<file path="src/hwcf_pkg.sv">
package hwcf_pkg;
  // Register map of the device end
  localparam logic [7:0]  HWCF_OFF_CONFIG     = 8'h74;
  localparam logic [7:0]  HWCF_OFF_RX_DROP    = 8'h78;
  localparam logic [7:0]  HWCF_OFF_PART_TX    = 8'h7C;
  localparam logic [7:0]  HWCF_OFF_PART_RX    = 8'h80;
  localparam logic [7:0]  HWCF_OFF_ERR        = 8'h84;
  // Field positions in hardware_configuration
  localparam int          HWCF_BIT_REQ_ONE    = 20;
  localparam int          HWCF_LSB_TX_SIZE    = 16;
  localparam int          HWCF_BIT_BUS_WIDTH  = 2;
  localparam int          HWCF_BIT_RST_TMO    = 1;
  localparam int          HWCF_BIT_SOFT_RST   = 0;
  localparam logic [3:0]  HWCF_TX_SIZE_RST    = 4'h5;
  // Sizes in bytes, and the TX buffer frame limit
  localparam logic [15:0] HWCF_TOTAL_BYTES    = 16'h4000;
  localparam logic [15:0] HWCF_TX_STAT_BYTES  = 16'h0200;
  localparam logic [15:0] HWCF_RX_FULL_MARGIN = 16'h0010;
  localparam logic [15:0] HWCF_BUF_TX_BYTES   = 16'h0800;
  localparam logic [15:0] HWCF_BUF_RX_BYTES   = 16'h0080;
  localparam logic [15:0] HWCF_BUF_TX_FRAMES  = 16'h0002;
  // Cycles that a soft reset waits for the link clocks
  localparam int          HWCF_RST_TMO_NS     = 2000;
  localparam int          HWCF_CLK_NS         = 40;
  localparam int          HWCF_RST_TMO_CYC    = HWCF_RST_TMO_NS / HWCF_CLK_NS;
  localparam logic [1:0]  HWCF_RESP_OKAY      = 2'h0;
  localparam logic [1:0]  HWCF_RESP_SLVERR    = 2'h2;
endpackage

</file>
<file path="src/hwcf_if.sv">
interface hwcf_if;
  logic [31:0] awaddr;
  logic        awvalid;
  logic        awready;
  logic [31:0] wdata;
  logic [3:0]  wstrb;
  logic        wvalid;
  logic        wready;
  logic [1:0]  bresp;
  logic        bvalid;
  logic        bready;
  logic [31:0] araddr;
  logic        arvalid;
  logic        arready;
  logic [31:0] rdata;
  logic [1:0]  rresp;
  logic        rvalid;
  logic        rready;
  modport dev (input awaddr, awvalid, wdata, wstrb, wvalid, bready, araddr, arvalid, rready,
               output awready, wready, bresp, bvalid, arready, rdata, rresp, rvalid);
  modport host (output awaddr, awvalid, wdata, wstrb, wvalid, bready, araddr, arvalid, rready,
                input awready, wready, bresp, bvalid, arready, rdata, rresp, rvalid);
endinterface

</file>
<file path="src/hwcf_dev.sv">
// Contract
// Host halts TX and RX before configuring
// Host sets required one bit; resets zero
// TX allocation field bits 19:16, reset 5
// 512 bytes of TX allocation hold status
// Host keeps TX allocation at least 2KB
// TX data queue holds commands and payload
// RX gets 16384 minus TX allocation
// RX status is one sixteenth of RX
// Host programs only allocation codes 2..14
// RX data full four words early
// Bit 2 shows sampled bus width strap
// Reset without PHY clocks sets time-out
// Soft reset clears registers and error flags
// Host waits for PHY, retries after time-out; hwcf_host does neither
// Writes ignored until one read done
// Fixed MAC buffers 2K TX, 128 RX
// TX moves to MAC buffer, two frames
// RX through MAC buffer; overrun drops frames
// Each dropped frame increments drop counter
// MAC buffer levels hidden from host
//
// Local design decision: register access over AXI4-Lite.
module hwcf_dev
  import hwcf_pkg::*;
(
  // Clock, reset, enable
  input  wire logic        aclk,
  input  wire logic        aresetn,
  input  wire logic        ce,
  // Register bus
  hwcf_if.dev              bus,
  // Pins and user side
  input  wire logic        bus_width_strap,
  input  wire logic        phy_clocks_running,
  input  wire logic        tx_word_from_queue,
  input  wire logic        tx_frame_end,
  input  wire logic        tx_mac_word_sent,
  input  wire logic        rx_mac_word,
  input  wire logic        rx_mac_frame_start,
  input  wire logic        rx_queue_word_read,
  input  wire logic        transmit_error_in,
  input  wire logic        receive_error_in,
  output logic             tx_buf_accept,
  output logic             rx_queue_full,
  output logic [15:0]      tx_data_bytes,
  output logic [15:0]      rx_data_bytes,
  output logic [15:0]      rx_stat_bytes,
  output logic             mac_reset
);
  import hwcf_pkg::*;

  typedef enum logic [2:0] {
    HWCF_IDLE = 3'b001,
    HWCF_SOFT = 3'b010,
    HWCF_BRSP = 3'b100
  } hwcf_wst_t;

  typedef struct packed {
    logic [1:0]  strap_sync;
    logic [1:0]  phy_sync;
    logic        bus_width;
    logic        req_one;
    logic [3:0]  tx_size;
    logic        rst_tmo;
    logic [7:0]  rst_cnt;
    logic        read_seen;
    hwcf_wst_t   wst;
    logic        aw_got;
    logic        w_got;
    logic [7:0]  aw_off;
    logic [31:0] wdat;
    logic [1:0]  bresp;
    logic        rvalid;
    logic [31:0] rdata;
    logic [1:0]  rresp;
    logic [15:0] tx_buf_lvl;
    logic [1:0]  tx_buf_frames;
    logic [15:0] rx_buf_lvl;
    logic        rx_dropping;
    logic [15:0] rx_q_lvl;
    logic [31:0] drop_cnt;
    logic        tx_err;
    logic        rx_err;
    logic        tx_acc;
    logic        rx_full;
    logic [15:0] tx_bytes;
    logic [15:0] rx_bytes;
    logic [15:0] rx_sbytes;
    logic        mac_rst;
  } hwcf_dev_st_t;

  hwcf_dev_st_t st_r;
  hwcf_dev_st_t st_nxt;

  function automatic logic [15:0] tx_total(input logic [3:0] sz);
    tx_total = {2'h0, sz, 10'h000};
  endfunction

  function automatic logic [31:0] read_word(input logic [7:0] off, input hwcf_dev_st_t s);
    read_word = 32'h0000_0000;
    case (off)
      HWCF_OFF_CONFIG: begin
        read_word[HWCF_BIT_REQ_ONE]                      = s.req_one;
        read_word[HWCF_LSB_TX_SIZE +: 4]                 = s.tx_size;
        read_word[HWCF_BIT_BUS_WIDTH]                    = s.bus_width;
        read_word[HWCF_BIT_RST_TMO]                      = s.rst_tmo;
      end
      HWCF_OFF_RX_DROP: read_word = s.drop_cnt;
      HWCF_OFF_PART_TX: read_word = {s.tx_bytes, HWCF_TX_STAT_BYTES};
      HWCF_OFF_PART_RX: read_word = {s.rx_bytes, s.rx_sbytes};
      HWCF_OFF_ERR:     read_word = {30'h0000_0000, s.rx_err, s.tx_err};
      default:          read_word = 32'h0000_0000;
    endcase
  endfunction

  function automatic logic mapped(input logic [7:0] off);
    mapped = (off == HWCF_OFF_CONFIG) || (off == HWCF_OFF_RX_DROP) ||
             (off == HWCF_OFF_PART_TX) || (off == HWCF_OFF_PART_RX) ||
             (off == HWCF_OFF_ERR);
  endfunction

  logic [15:0] rx_alloc;
  logic [15:0] rx_cap;
  logic        rx_to_queue;
  logic        buf_rx_room;

  always_comb begin
    st_nxt = st_r;
    rx_alloc = HWCF_TOTAL_BYTES - tx_total(st_r.tx_size);
    rx_cap   = rx_alloc - {4'h0, rx_alloc[15:4]};
    rx_to_queue = 1'b0;
    buf_rx_room = 1'b0;

    st_nxt.strap_sync = {st_r.strap_sync[0], bus_width_strap};
    st_nxt.phy_sync   = {st_r.phy_sync[0], phy_clocks_running};
    st_nxt.bus_width  = st_r.strap_sync[1];

    // Partition outputs and the full flag, recomputed every cycle from the size field and queue level
    st_nxt.tx_bytes  = tx_total(st_r.tx_size) - HWCF_TX_STAT_BYTES;
    st_nxt.rx_bytes  = rx_cap;
    st_nxt.rx_sbytes = {4'h0, rx_alloc[15:4]};
    st_nxt.rx_full   = (st_r.rx_q_lvl + HWCF_RX_FULL_MARGIN) >= rx_cap;

    // TX MAC buffer: take a word while room and under two frames queued
    st_nxt.tx_acc = (st_r.tx_buf_lvl + 16'h0004 <= HWCF_BUF_TX_BYTES) &&
                    (16'(st_r.tx_buf_frames) < HWCF_BUF_TX_FRAMES);
    if (tx_word_from_queue && st_r.tx_acc) begin
      st_nxt.tx_buf_lvl = st_r.tx_buf_lvl + 16'h0004;
      if (tx_frame_end) begin
        st_nxt.tx_buf_frames = st_r.tx_buf_frames + 2'h1;
      end
    end
    if (tx_mac_word_sent && st_r.tx_buf_lvl != 16'h0000) begin
      st_nxt.tx_buf_lvl = st_nxt.tx_buf_lvl - 16'h0004;
    end
    // No sent-frame strobe exists, so queued frames are freed once the buffer drains
    if (st_nxt.tx_buf_lvl == 16'h0000) begin
      st_nxt.tx_buf_frames = 2'h0;
    end

    // RX: MAC buffer drains into queue unless queue is full
    if (st_r.rx_buf_lvl != 16'h0000 && !st_r.rx_full) begin
      rx_to_queue = 1'b1;
      st_nxt.rx_buf_lvl = st_r.rx_buf_lvl - 16'h0004;
    end
    buf_rx_room = (st_nxt.rx_buf_lvl + 16'h0004) <= HWCF_BUF_RX_BYTES;
    if (rx_mac_frame_start) begin
      st_nxt.rx_dropping = !buf_rx_room;
      if (!buf_rx_room) begin
        st_nxt.drop_cnt = st_r.drop_cnt + 32'h0000_0001;
      end
    end
    if (rx_mac_word && !st_nxt.rx_dropping) begin
      if (buf_rx_room) begin
        st_nxt.rx_buf_lvl = st_nxt.rx_buf_lvl + 16'h0004;
      end else begin
        st_nxt.rx_dropping = 1'b1;
        st_nxt.drop_cnt = st_r.drop_cnt + 32'h0000_0001;
      end
    end
    // Queue level counts only host-visible data
    if (rx_to_queue && !(rx_queue_word_read && st_r.rx_q_lvl != 16'h0000)) begin
      st_nxt.rx_q_lvl = st_r.rx_q_lvl + 16'h0004;
    end else if (!rx_to_queue && rx_queue_word_read && st_r.rx_q_lvl != 16'h0000) begin
      st_nxt.rx_q_lvl = st_r.rx_q_lvl - 16'h0004;
    end

    // Error flags are sticky; a new error wins over the soft reset clear
    if (transmit_error_in) st_nxt.tx_err = 1'b1;
    if (receive_error_in)  st_nxt.rx_err = 1'b1;
    st_nxt.mac_rst = 1'b0;

    // Read channel
    if (st_r.rvalid) begin
      if (bus.rready) st_nxt.rvalid = 1'b0;
    end else if (bus.arvalid) begin
      st_nxt.rvalid    = 1'b1;
      st_nxt.rdata     = read_word(bus.araddr[7:0], st_r);
      st_nxt.rresp     = mapped(bus.araddr[7:0]) ? HWCF_RESP_OKAY : HWCF_RESP_SLVERR;
      st_nxt.read_seen = 1'b1;
    end

    // Write channels
    if (bus.awvalid && !st_r.aw_got && st_r.wst == HWCF_IDLE) begin
      st_nxt.aw_got = 1'b1;
      st_nxt.aw_off = bus.awaddr[7:0];
    end
    if (bus.wvalid && !st_r.w_got && st_r.wst == HWCF_IDLE) begin
      st_nxt.w_got = 1'b1;
      st_nxt.wdat  = bus.wdata;
    end

    case (st_r.wst)
      HWCF_IDLE: begin
        if (st_r.aw_got && st_r.w_got) begin
          st_nxt.aw_got = 1'b0;
          st_nxt.w_got  = 1'b0;
          st_nxt.bresp  = mapped(st_r.aw_off) ? HWCF_RESP_OKAY : HWCF_RESP_SLVERR;
          st_nxt.wst    = HWCF_BRSP;
          // Writes before the first read are dropped but still answered
          if (st_r.read_seen && st_r.aw_off == HWCF_OFF_CONFIG) begin
            st_nxt.req_one = st_r.wdat[HWCF_BIT_REQ_ONE];
            st_nxt.tx_size = st_r.wdat[HWCF_LSB_TX_SIZE +: 4];
            if (st_r.wdat[HWCF_BIT_SOFT_RST]) begin
              st_nxt.rst_cnt = 8'h00;
              st_nxt.wst     = HWCF_SOFT;
            end
          end
        end
      end
      HWCF_SOFT: begin
        if (st_r.phy_sync[1]) begin
          // Clocks present: full reset of control state and errors
          st_nxt.req_one  = 1'b0;
          st_nxt.tx_size  = HWCF_TX_SIZE_RST;
          st_nxt.rst_tmo  = 1'b0;
          st_nxt.drop_cnt = st_nxt.drop_cnt - st_r.drop_cnt; // A drop this cycle survives
          st_nxt.tx_err   = transmit_error_in;
          st_nxt.rx_err   = receive_error_in;
          st_nxt.mac_rst  = 1'b1;
          st_nxt.wst      = HWCF_BRSP;
        end else if (st_r.rst_cnt == 8'(HWCF_RST_TMO_CYC - 1)) begin
          st_nxt.rst_tmo = 1'b1;
          st_nxt.wst     = HWCF_BRSP;
        end else begin
          st_nxt.rst_cnt = st_r.rst_cnt + 8'h01;
        end
      end
      HWCF_BRSP: begin
        if (bus.bready) st_nxt.wst = HWCF_IDLE;
      end
      default: st_nxt.wst = HWCF_IDLE;
    endcase
  end

  always_ff @(posedge aclk) begin
    if (!aresetn) begin
      st_r         <= '0;
      st_r.tx_size <= HWCF_TX_SIZE_RST;
      st_r.wst     <= HWCF_IDLE;
    end else if (ce) begin
      st_r <= st_nxt;
    end
  end

  assign bus.awready   = (st_r.wst == HWCF_IDLE) && !st_r.aw_got;
  assign bus.wready    = (st_r.wst == HWCF_IDLE) && !st_r.w_got;
  assign bus.bvalid    = (st_r.wst == HWCF_BRSP);
  assign bus.bresp     = st_r.bresp;
  assign bus.arready   = !st_r.rvalid;
  assign bus.rvalid    = st_r.rvalid;
  assign bus.rdata     = st_r.rdata;
  assign bus.rresp     = st_r.rresp;
  assign tx_buf_accept = st_r.tx_acc;
  assign rx_queue_full = st_r.rx_full;
  assign tx_data_bytes = st_r.tx_bytes;
  assign rx_data_bytes = st_r.rx_bytes;
  assign rx_stat_bytes = st_r.rx_sbytes;
  assign mac_reset     = st_r.mac_rst;
endmodule

</file>
<file path="src/flat_wrapper.sv">
// flat-port wrapper written by rule: the top's interface ports become plain ports
module hwcf_dev_flat import hwcf_pkg::*;
  (aclk, aresetn, ce, bus_width_strap, phy_clocks_running, tx_word_from_queue, tx_frame_end, tx_mac_word_sent, rx_mac_word, rx_mac_frame_start, rx_queue_word_read, transmit_error_in, receive_error_in, tx_buf_accept, rx_queue_full, tx_data_bytes, rx_data_bytes, rx_stat_bytes, mac_reset, bus_awaddr, bus_awvalid, bus_wdata, bus_wstrb, bus_wvalid, bus_bready, bus_araddr, bus_arvalid, bus_rready, bus_awready, bus_wready, bus_bresp, bus_bvalid, bus_arready, bus_rdata, bus_rresp, bus_rvalid);
  hwcf_if bus_i ();
  input  wire logic aclk;
  input  wire logic aresetn;
  input  wire logic ce;
  input  wire logic bus_width_strap;
  input  wire logic phy_clocks_running;
  input  wire logic tx_word_from_queue;
  input  wire logic tx_frame_end;
  input  wire logic tx_mac_word_sent;
  input  wire logic rx_mac_word;
  input  wire logic rx_mac_frame_start;
  input  wire logic rx_queue_word_read;
  input  wire logic transmit_error_in;
  input  wire logic receive_error_in;
  output logic tx_buf_accept;
  output logic rx_queue_full;
  output logic [15:0] tx_data_bytes;
  output logic [15:0] rx_data_bytes;
  output logic [15:0] rx_stat_bytes;
  output logic mac_reset;
  input wire logic [$bits(bus_i.awaddr)-1:0] bus_awaddr;
  input wire logic [$bits(bus_i.awvalid)-1:0] bus_awvalid;
  input wire logic [$bits(bus_i.wdata)-1:0] bus_wdata;
  input wire logic [$bits(bus_i.wstrb)-1:0] bus_wstrb;
  input wire logic [$bits(bus_i.wvalid)-1:0] bus_wvalid;
  input wire logic [$bits(bus_i.bready)-1:0] bus_bready;
  input wire logic [$bits(bus_i.araddr)-1:0] bus_araddr;
  input wire logic [$bits(bus_i.arvalid)-1:0] bus_arvalid;
  input wire logic [$bits(bus_i.rready)-1:0] bus_rready;
  output wire logic [$bits(bus_i.awready)-1:0] bus_awready;
  output wire logic [$bits(bus_i.wready)-1:0] bus_wready;
  output wire logic [$bits(bus_i.bresp)-1:0] bus_bresp;
  output wire logic [$bits(bus_i.bvalid)-1:0] bus_bvalid;
  output wire logic [$bits(bus_i.arready)-1:0] bus_arready;
  output wire logic [$bits(bus_i.rdata)-1:0] bus_rdata;
  output wire logic [$bits(bus_i.rresp)-1:0] bus_rresp;
  output wire logic [$bits(bus_i.rvalid)-1:0] bus_rvalid;
  assign bus_i.awaddr = bus_awaddr;
  assign bus_i.awvalid = bus_awvalid;
  assign bus_i.wdata = bus_wdata;
  assign bus_i.wstrb = bus_wstrb;
  assign bus_i.wvalid = bus_wvalid;
  assign bus_i.bready = bus_bready;
  assign bus_i.araddr = bus_araddr;
  assign bus_i.arvalid = bus_arvalid;
  assign bus_i.rready = bus_rready;
  assign bus_awready = bus_i.awready;
  assign bus_wready = bus_i.wready;
  assign bus_bresp = bus_i.bresp;
  assign bus_bvalid = bus_i.bvalid;
  assign bus_arready = bus_i.arready;
  assign bus_rdata = bus_i.rdata;
  assign bus_rresp = bus_i.rresp;
  assign bus_rvalid = bus_i.rvalid;
  hwcf_dev u_core (.aclk(aclk), .aresetn(aresetn), .ce(ce), .bus(bus_i), .bus_width_strap(bus_width_strap), .phy_clocks_running(phy_clocks_running), .tx_word_from_queue(tx_word_from_queue), .tx_frame_end(tx_frame_end), .tx_mac_word_sent(tx_mac_word_sent), .rx_mac_word(rx_mac_word), .rx_mac_frame_start(rx_mac_frame_start), .rx_queue_word_read(rx_queue_word_read), .transmit_error_in(transmit_error_in), .receive_error_in(receive_error_in), .tx_buf_accept(tx_buf_accept), .rx_queue_full(rx_queue_full), .tx_data_bytes(tx_data_bytes), .rx_data_bytes(rx_data_bytes), .rx_stat_bytes(rx_stat_bytes), .mac_reset(mac_reset));
endmodule
</file>
<file path="config.mk">
export PLATFORM = sky130hd
export DESIGN_NAME = hwcf_dev_flat
export DESIGN_NICKNAME = d
export VERILOG_FILES = /design/src/hwcf_pkg.sv /design/src/hwcf_if.sv /design/src/hwcf_dev.sv /design/src/flat_wrapper.sv
export SDC_FILE = /design/constraint.sdc
export NUM_CORES = 1
export LEC_CHECK = 0
export BUFFER_PORTS_ARGS = -buffer_cell sky130_fd_sc_hd__buf_2
export CORE_MARGIN = 5
export CORE_UTILIZATION = 40
export DETAILED_ROUTE_END_ITERATION = 10
export PLACE_DENSITY = 0.69
export SKIP_LAST_GASP = 1
export SYNTH_ARGS = -nofsm -noshare
export SYNTH_HDL_FRONTEND = slang
export SYNTH_SLANG_ARGS = --single-unit
export TNS_END_PERCENT = 100
</file>
<file path="constraint.sdc">
create_clock -name aclk -period 9.1 [get_ports aclk]
set_clock_uncertainty 0.2 [all_clocks]
set_input_delay 1.82 -clock aclk [delete_from_list [all_inputs] [get_ports aclk]]
set_output_delay 1.82 -clock aclk [all_outputs]
set_load 0.1 [all_outputs]
</file>
* After elaboration in Yosys (flattened, before gate mapping)
Cells that the tools add are included.
Cells by class: add/sub/neg operators 14, $lt $le $gt $ge 4, equality and inequality tests 22, multiplexer cells 54, bitwise operators 1, reduce and logical (&&, ||, !) cells 52
Operators with widths (count):
- 32-bit two-way mux | 4
- 16-bit two-way mux | 5
- 34-bit two-way mux | 2
- 16-bit by 3-bit adder with 16-bit output, second input constant | 3
- 8-bit by 7-bit == test with 1-bit output, second input constant | 6
- 16-bit nonzero test | 3
- 16-bit by 3-bit subtractor with 16-bit output, second input constant | 3
- 8-bit two-way mux | 5
- 13-bit one-hot mux with 3 select lines | 1
- 35-bit two-way mux | 1
- 11-bit one-hot mux with 3 select lines | 1
- 32-bit by 1-bit adder with 32-bit output, second input constant | 1
- 8-bit == test, second input constant | 4
- 32-bit subtractor | 1
- 5-bit two-way mux | 4
- 5-bit one-hot mux with 4 select lines | 1
- 18-bit two-way mux | 1
- 1-bit logical AND | 17
- 17-bit two-way mux | 1
- 16-bit by 5-bit adder with 16-bit output, second input constant | 1
- 16-bit >= comparator | 1
- 16-bit by 12-bit <= comparator with 1-bit output, second input constant | 1
- 16-bit by 8-bit <= comparator with 1-bit output, second input constant | 1
- 16-bit zero test | 1
- other kinds (30) | 78
Word-level totals: flip-flop bits (word level) 223, output and inout bits 92, logic and storage cells 178

* Depth between registers and ports, before layout
Gate-level depths: netlist (run 1).
depth after elaboration 13, gate-level depth with buffers 31, gate-level depth less buffers 28

* Least setup slack after synthesis (run 1)
OpenSTA, ideal clock, no wires.
kind reg2reg, from reg u_core.st_r[104] in the netlist's numbering, to reg u_core.st_r[81] in the netlist's numbering, library setup time 0.122 ns, arrival time 6.784 ns, required time 8.778 ns, setup slack 1.994 ns, stages on the path, launching flop included 32, path buffers 3, cell sequence dfxtp_1 > clkbuf_1 > inv_1 > ha_1 > nor3b_2 > a41oi_2 > nor2_1 > a21oi_1 > ha_1 > clkbuf_1 > and3_1 > a21oi_1 > o41ai_1 > a21oi_1 > nor4_4 > a21oi_1 > clkbuf_1 > xnor2_1 > ha_1 > inv_1 > fa_1 > and2_1 > o2111a_1 > o21ai_0 > a21oi_1 > a41o_1 > a2111oi_0 > o311ai_0 > a21oi_1 > xor2_1 > nor3_1 > a311o_1
Between the ends: longest elaborated chain between the ends 13, elaborated cells on any way between the ends 17
Ends and longest elaborated chain:
- from (decl) | line hwcf_dev.sv:93 | hwcf_dev_st_t st_r;
- from (signal assigned) | line hwcf_dev.sv:263 | st_r <= st_nxt;
- parallel branches: the longest is 2 deep, another holds 16-bit by 3-bit subtractor with 16-bit output
- 16-bit two-way mux * | line hwcf_dev.sv:163 | if (st_r.rx_buf_lvl != 16'h0000 && !st_r.rx_full) begin
- 16-bit by 3-bit adder with 16-bit output * | line hwcf_dev.sv:167 | buf_rx_room = (st_nxt.rx_buf_lvl + 16'h0004) <= HWCF_BUF_RX_BYTES;
- 16-bit by 8-bit <= comparator with 1-bit output * | line hwcf_dev.sv:167
- 1-bit zero test | line hwcf_dev.sv:169 | st_nxt.rx_dropping = !buf_rx_room;
- 1-bit two-way mux | line hwcf_dev.sv:168 | if (rx_mac_frame_start) begin
- 1-bit zero test | line hwcf_dev.sv:174 | if (rx_mac_word && !st_nxt.rx_dropping) begin
- 1-bit logical AND | line hwcf_dev.sv:174
- 32-bit two-way mux * | line hwcf_dev.sv:174
- 32-bit subtractor | line hwcf_dev.sv:238 | st_nxt.drop_cnt = st_nxt.drop_cnt - st_r.drop_cnt;
- 34-bit two-way mux | line hwcf_dev.sv:233 | if (st_r.phy_sync[1]) begin
- 34-bit two-way mux * | line hwcf_dev.sv:214 | case (st_r.wst)
Mark *: on every way between the ends. A chain may end at the register's enable or synchronous reset.

* Worst setup path in the final report (run 1)
Same ends and word-level chain as after synthesis.

==> results.cfg, run 1 <==
[detailed_routing]
vias_per_cell = 5.75
route.detailed.drc = 0
drtAntennaViolNets = 0
wire_per_inst_um = 17.5
vias = 12500
drt-pass1-iter-count = 6
routed_wl_um = 38100
drt-initial-drc-count = 1085

[die]
dieHeight_um = 192
die-area_sq_um = 36700
io_pins = 210
core_sq_um = 32500
rows = 66
initial_utilization_pct = 40.6
die_w_um = 192

[yosys]
avgSynthCellArea_sq_um = 7.61
yosysUniqueCellTypes = 95
yosysSeqAreaShare_pct = 26.7
synthFlopType = dfxtp_1
synth_cells = 1735
syn_area_sq_um = 13200
async_reset_ff_share_pct = 0
synth_seq_cells = 176
synth_edf_count = 0
synth_warnings = 0

[pwr]
power.internal_mw = 2.38
p_leak_nw = 5.57
ir_worst_vdd_v = 0.000166
pwr-share-clk_pct = 17.6
power_density_nw_per_um2 = 321
switching_share_pct = 47.7
power_frac_comb_pct = 59.6
p_sw_mw = 2.17
seq_power_share_pct = 22.8

[cells_and_area]
area.growth.synth_to_final_pct = 7.34
layout.nets = 1912
fin_util_pct = 43.6
drive_gt1_share_pct = 10.8
fin_area_sq_um = 14200
fin_cells = 2182
fillers = 3344

[setup_path]
critical-path-top-delay-family = compound AO/OA/AOI/OAI gates
cp_common_cell = a21oi_1
cp.arrival_ns = 8.04
cp-start-kind = register
crit_buf_inv = 4
slowest_delay_ns = 0.47
required_ns = 9.23
critPathMaxFanout = 10
critPathCaptureType = register
cpMaxStageDelayCell = a2111oi_0
critPathKind = register to register

[clock_tree]
clockBufferDepth = 2
clk_pin_slew_ns = 0.07
clockRootBuffer = clkbuf_16
clock-sinks = 176
ctsResizeCount = 0
htreeDepth = 4
clkLatencyLatePin_ns = 0.45
cts_tree = done
post_cts_buffers = 0
cts_buffers = 17
holdBufCountCts = 0

[grt]
grt_first_pass_wirelength_um = 60700
grt_pass1_vias = 11800
grt_usage_pct = 20.4
grt_max_degree = 83
antenna_found_initial = 2
grt.overflow.total = 0

[timing]
fmax_mhz = 127
maxSlewHeadroom_pct = 33.4
setup_viol = 0
finalCritPeriodShare_pct = 86.8
period_needed_ns = 7.90
fin_ws_ns = 1.20
finalHoldViolations = 0
rsz0062_at_grt = no
drv_slew = 0
tightestPinTransition_ns = 0.990
fin_tns_setup_ns = 0

[hold_path]
hp-class = register to register

[placement]
dpl_worst_slack_ns = 1.37
dpl_cell_area_sq_um = 13500
gp_congestion = 0.934
dp_cells = 2149
numPortBuffers = 103
dp.final_hpwl_um = 27000

[outcome]
status = complete, no violations

[flow_run]
cap_violations = 0
-- cell usage after synthesis, types with 6 or more instances --
cell type | instances | area share, %
a211oi_1 | 14 | 0.80
a21o_1 | 21 | 1.2
o211ai_1 | 6 | 0.34
nand3b_1 | 6 | 0.34
a22oi_1 | 9 | 0.51
a31oi_1 | 15 | 0.71
a221oi_1 | 16 | 1.1
inv_1 | 60 | 1.7
buf_1 | 12 | 0.34
nor2b_1 | 13 | 0.62
nand2b_1 | 16 | 0.76
o21a_1 | 14 | 0.80
xnor2_1 | 86 | 5.7
and2_1 | 16 | 0.76
xor2_1 | 48 | 3.2
nor3_1 | 54 | 2.0
a222oi_1 | 8 | 0.61
a21oi_1 | 133 | 5.0
a2111oi_0 | 7 | 0.46
buf_4 | 85 | 4.8
a41oi_1 | 6 | 0.40
or3_1 | 13 | 0.62
o41ai_1 | 6 | 0.40
ha_1 | 66 | 6.3
nor3b_1 | 7 | 0.40
o31ai_1 | 7 | 0.40
nor4_1 | 29 | 1.4
nand3_1 | 70 | 2.7
clkbuf_1 | 74 | 2.1
and3_1 | 25 | 1.2
nor2_1 | 211 | 6.0
nand4_1 | 29 | 1.4
dfxtp_1 | 176 | 27
nand2_1 | 144 | 4.1
o21ai_0 | 78 | 3.0
mux2i_1 | 42 | 3.2
-- final timing paths --
path	start	endpoint	slack (ns)	depth (start not counted)
min reg2reg	u_core.bus.rdata[12]	u_core.bus.rdata[12]	0.25	2
min	u_core.bus.rdata[12]	u_core.bus.rdata[12]	0.25	2
max reg2reg	u_core.st_r[104]	u_core.st_r[81]	1.20	28
max	u_core.st_r[104]	u_core.st_r[81]	1.20	28
-- per-stage QoR --
| stage | hold slack (ns) | power (mW) |
|---|---|---|
| finish | 0.248 | 4.54 |
| global route | 0.265 | 4.91 |
| CTS | 0.251 | 4.54 |
| detailed placement | 0.243 | 3.71 |
| global placement | 0.236 | 3.66 |
| floorplan | 0.232 | 3.20 |
-- layer usage --
layer | global-route usage (%) | vias to the layer above | part of all wire, % | routed length, um
met5 | 0 | - | 0.018 | 7
met4 | 6.55 | 2 | 2.2 | 832
met3 | 5.14 | 65 | 8.7 | 3330
met2 | 32.2 | 462 | 44 | 16900
met1 | 27.3 | 5932 | 45 | 17100
li1 | - | 6088 | - | -
-- cell type report --
class / count / area, sq um / area share [%]
Sequential cell: 176 / 3520 / 24.9
Clock buffer: 18 / 429 / 3.03
Inverter: 62 / 235 / 1.66
Antenna cell: 1 / 2.50 / 0.0177
Timing Repair Buffer: 122 / 661 / 4.66
Tap cell: 442 / 553 / 3.90
Multi-Input combinational cell: 1347 / 8560 / 60.4
Clock inverter: 14 / 203 / 1.43
-- power groups by stage --
stage               Combinational [mW]  Sequential (mW)  Clock [mW]
floorplan                         2.23            0.966           0
global placement                  2.62             1.04           0
detailed placement                2.66             1.05           0
CTS                               2.69             1.03       0.817
global route                      3.01             1.05       0.850
finish                            2.71             1.03       0.800
-- registers in the layout, summed over array words and instances (netlist names) --
register              cells
u_core.rx_stat_bytes      4
u_core.st_nxt             3
u_core.bus.rdata         32
u_core.bus.bresp          1
u_core.mac_reset          1
u_core.bus.rvalid         1
u_core.bus.rresp          1
u_core.rx_data_bytes     10
u_core.tx_data_bytes      6
u_core.tx_buf_accept      1
u_core.rx_queue_full      1
u_core.st_r             115
-- worst register-to-register path: cells and delay by family (launching register included) --
kind,cells,cell delay (ns)
buffers and inverters,4,0.85
AOI/OAI and AO/OA,14,3.89
xor gates and xnor gates,2,0.30
and+or+nand+nor,5,1.24
adders and majority gates,3,0.93
DFF,1,0.39
-- cells in the final DEF (no fill, tap or decap), types with 6 or more instances in the layout --
| cell type | instances |
|---|---|
| a2111oi_0 | 6 |
| a211oi_1 | 14 |
| a21o_1 | 21 |
| a21oi_1 | 133 |
| a221oi_1 | 16 |
| a222oi_1 | 8 |
| a22oi_1 | 9 |
| a31oi_1 | 15 |
| a41oi_1 | 6 |
| and2_1 | 17 |
| and3_1 | 25 |
| buf_2 | 102 |
| buf_4 | 20 |
| clkbuf_16 | 17 |
| conb_1 | 28 |
| dfxtp_1 | 176 |
| ha_1 | 66 |
| inv_1 | 60 |
| mux2i_1 | 42 |
| nand2_1 | 144 |
| nand2b_1 | 16 |
| nand3_1 | 70 |
| nand3b_1 | 6 |
| nand4_1 | 29 |
| nor2_1 | 211 |
| nor2b_1 | 13 |
| nor3_1 | 54 |
| nor3b_1 | 7 |
| nor4_1 | 27 |
| o211ai_1 | 6 |
| o21a_1 | 14 |
| o21ai_0 | 78 |
| o31ai_1 | 7 |
| o41ai_1 | 6 |
| or3_1 | 13 |
| xnor2_1 | 86 |
| xor2_1 | 48 |
-- cells by family after synthesis --
| logic type | share of synthesized area [%] |
|---|---|
| DFF | 26.7 |
| and+or+nand+nor | 25.6 |
| muxes | 3.18 |
| buffers and inverters | 9.32 |
| AOI/OAI and AO/OA | 19.8 |
| xor gates and xnor gates | 8.89 |
| adders and majority gates | 6.56 |
| other | 0.0284 |
(Power assumes the default switching activity.)
==> run 2: changes to the inputs <==
--- a/config.mk
+++ b/config.mk
@@ -9,7 +9,7 @@
 export CORE_MARGIN = 5
 export CORE_UTILIZATION = 40
 export DETAILED_ROUTE_END_ITERATION = 10
-export PLACE_DENSITY = 0.69
+export PLACE_DENSITY = 0.71
 export SKIP_LAST_GASP = 1
 export SYNTH_ARGS = -nofsm -noshare
 export SYNTH_HDL_FRONTEND = slang
==> constraint.sdc (replaced) <==
create_clock -name aclk -period 6.9 [get_ports aclk]
set_clock_uncertainty 0.2 [all_clocks]
set_input_delay 1.38 -clock aclk [delete_from_list [all_inputs] [get_ports aclk]]
set_output_delay 1.38 -clock aclk [all_outputs]
set_load 0.1 [all_outputs]
==> run 2 against run 1 <==
Against the previous run:
- fmax rose by 20%
- wire length rose by 0.77%
- combinational power rose by 44%
- sequential cell count did not move
- final area rose by 1.7%
- setup slack got worse by 0.91 ns
- via count rose by 0.38%
- sequential power rose by 29%
- sequential share of layout area fell by 0.42 points
- critical endpoint is now u_core.st_r[84]
- highest routed layer is now met4
==> results.cfg, run 2 (same netlist as run 1, synthesis figures left out) <==
[outcome]
status = complete, no violations

[clock_tree]
post_cts_buffers = 0
cts_buffers = 17
clkLatencyLatePin_ns = 0.45
clockBufferDepth = 2
clk_pin_slew_ns = 0.07
holdBufCountCts = 0
clockRootBuffer = clkbuf_16
htreeDepth = 4
cts_tree = done
clock-sinks = 176

[setup_path]
critPathCaptureType = register
critPathKind = register to register
required_ns = 7.00
timing.reg2reg.setup_slack_ns = 0.29
cp-start-kind = register
r2r-start = u_core.st_r[105]
cp.arrival_ns = 6.71
ff2ff_path_depth = 27
crit_path_start = u_core.st_r[105]
r2r-end = u_core.st_r[84]
critPathMaxFanout = 19

[pwr]
ir_worst_vdd_v = 0.000207
p_leak_nw = 5.72
power_density_nw_per_um2 = 431

[cells_and_area]
layout.nets = 1943
final_common_cell = nor2_1
drive_gt1_share_pct = 12.7
top_register = u_core.st_r
final_cell_mix = nor2_1 (211), dfxtp_1 (176), nand2_1 (144), a21oi_1 (131), buf_2 (102)
largest_register_ffs = 115
num_antenna_cells = 0
area.growth.synth_to_final_pct = 9.17

[grt]
grt_pass1_vias = 11800
grt.overflow.total = 0
grt_first_pass_wirelength_um = 60300
grt_usage_pct = 20.1
antenna_found_initial = 0
grt_max_degree = 69

[die]
dieHeight_um = 192
initial_utilization_pct = 40.6
io_pins = 210
die-area_sq_um = 36700
rows = 66
die_w_um = 192
core_sq_um = 32500

[timing]
holdWs_ns = 0.248
setup_viol = 0
finalHoldViolations = 0
period_needed_ns = 6.61
fin_ws_ns = 0.289
maxSlewHeadroom_pct = 29.9
drv_slew = 0
fmax_mhz = 151
finalCritPeriodShare_pct = 95.8
tightestPinTransition_ns = 1.02
fin_tns_setup_ns = 0

[placement]
dpl_worst_slack_ns = 0.113
dp.final_hpwl_um = 28000
numPortBuffers = 103
gp_congestion = 0.938

[detailed_routing]
vias = 12600
route.detailed.drc = 0
vias_per_cell = 5.69
wire_per_inst_um = 17.4
drtAntennaViolNets = 0
drt-initial-drc-count = 1090
drt-pass1-iter-count = 7
routed_wl_um = 38400

[flow_run]
cap_violations = 0

[hold_path]
min_to = u_core.bus.rdata[4]
min_from = u_core.bus.rdata[4]
hp-class = register to register
hold_path_depth = 2
==> run 2: cell count changes in the layout (fill, tap and decap cells not counted), moves of 2 or more <==
cell       delta
buf_4        +31
clkinv_8      -2
clkbuf_8      +2
bufinv_16     -2
nor4_2        +2
a21oi_1       -2
a21oi_2       +2
nor4_1        -2
==> run 2: critical path, stage by stage, from the launching register on <==
cell	delay (ns)
dfxtp_1	0.41
inv_1	0.09
ha_1	0.19
nor3b_4	0.17
buf_4	0.16
and3_1	0.24
or4_4	0.48
a22oi_4	0.25
a31oi_1	0.14
a41oi_1	0.31
nor4_4	0.09
a21oi_2	0.24
buf_4	0.29
nand2_1	0.12
nor4_2	0.30
xnor2_1	0.19
ha_1	0.31
a2111oi_0	0.43
buf_4	0.19
a2111o_1	0.18
a21oi_1	0.12
o211ai_1	0.30
a31oi_1	0.20
a2111oi_0	0.42
buf_4	0.19
nor4_1	0.04
a21oi_1	0.12
a21oi_1	0.08
==> run 2: how the worst max path moves through the flow <==
stage / to / slack, ns / depth (start not counted)
detailed placement: u_core.st_r[81] / 0.11 / 25
global route: u_core.st_r[81] / -0.004 / 26
finish: u_core.st_r[84] / 0.29 / 27
CTS: u_core.st_r[81] / 0.07 / 25
global placement: u_core.st_r[81] / 0.27 / 28
floorplan: u_core.st_r[81] / 0.02 / 31
==> run 2: area by class of cell <==
cell class                 instances  area (sq um)
clock inverter                    12           126
multi-input combinational       1347          8620
timing repair buffer             153           893
inverter                          62           235
clock buffer                      20           457
tap                              442           553
fill                            3320         18100
sequential                       176          3520
==> run 2: repair_timing <==
action / in CTS / in global routing
resized for setup: 0 / 9
hold endpoints to repair: 0 / 0
setup endpoints to repair: 0 / 8
==> run 2: power breakdown <==
group,switching [mW],leakage (nW),internal [mW]
logic,2.31,4.00,1.59
clock network,0.461,0.279,0.527
registers,0.189,1.43,1.14
total,2.95,5.72,3.26
==> run 2: per-layer routing <==
layer  vias up  wire (um)  global-route usage (%)
li1       6121          -                       -
met1      5921      16800                    26.6
met2       483      17600                    33.4
met3        72       2990                    4.11
met4         0        931                    5.64
met5         -          0                       0
==> run 2: stage by stage <==
step | total power, mW | std cells | util (%) | area (sq um)
after floorplan | 4.23 | 1762 | - | 13300
after global placement | 5.02 | 2180 | 42.3 | 13800
after detailed placement | 5.10 | 2180 | 42.3 | 13800
after CTS | 6.11 | 2212 | 44.1 | 14400
after global routing | 6.64 | 2212 | 44.3 | 14400
final | 6.21 | 2212 | 44.3 | 14400
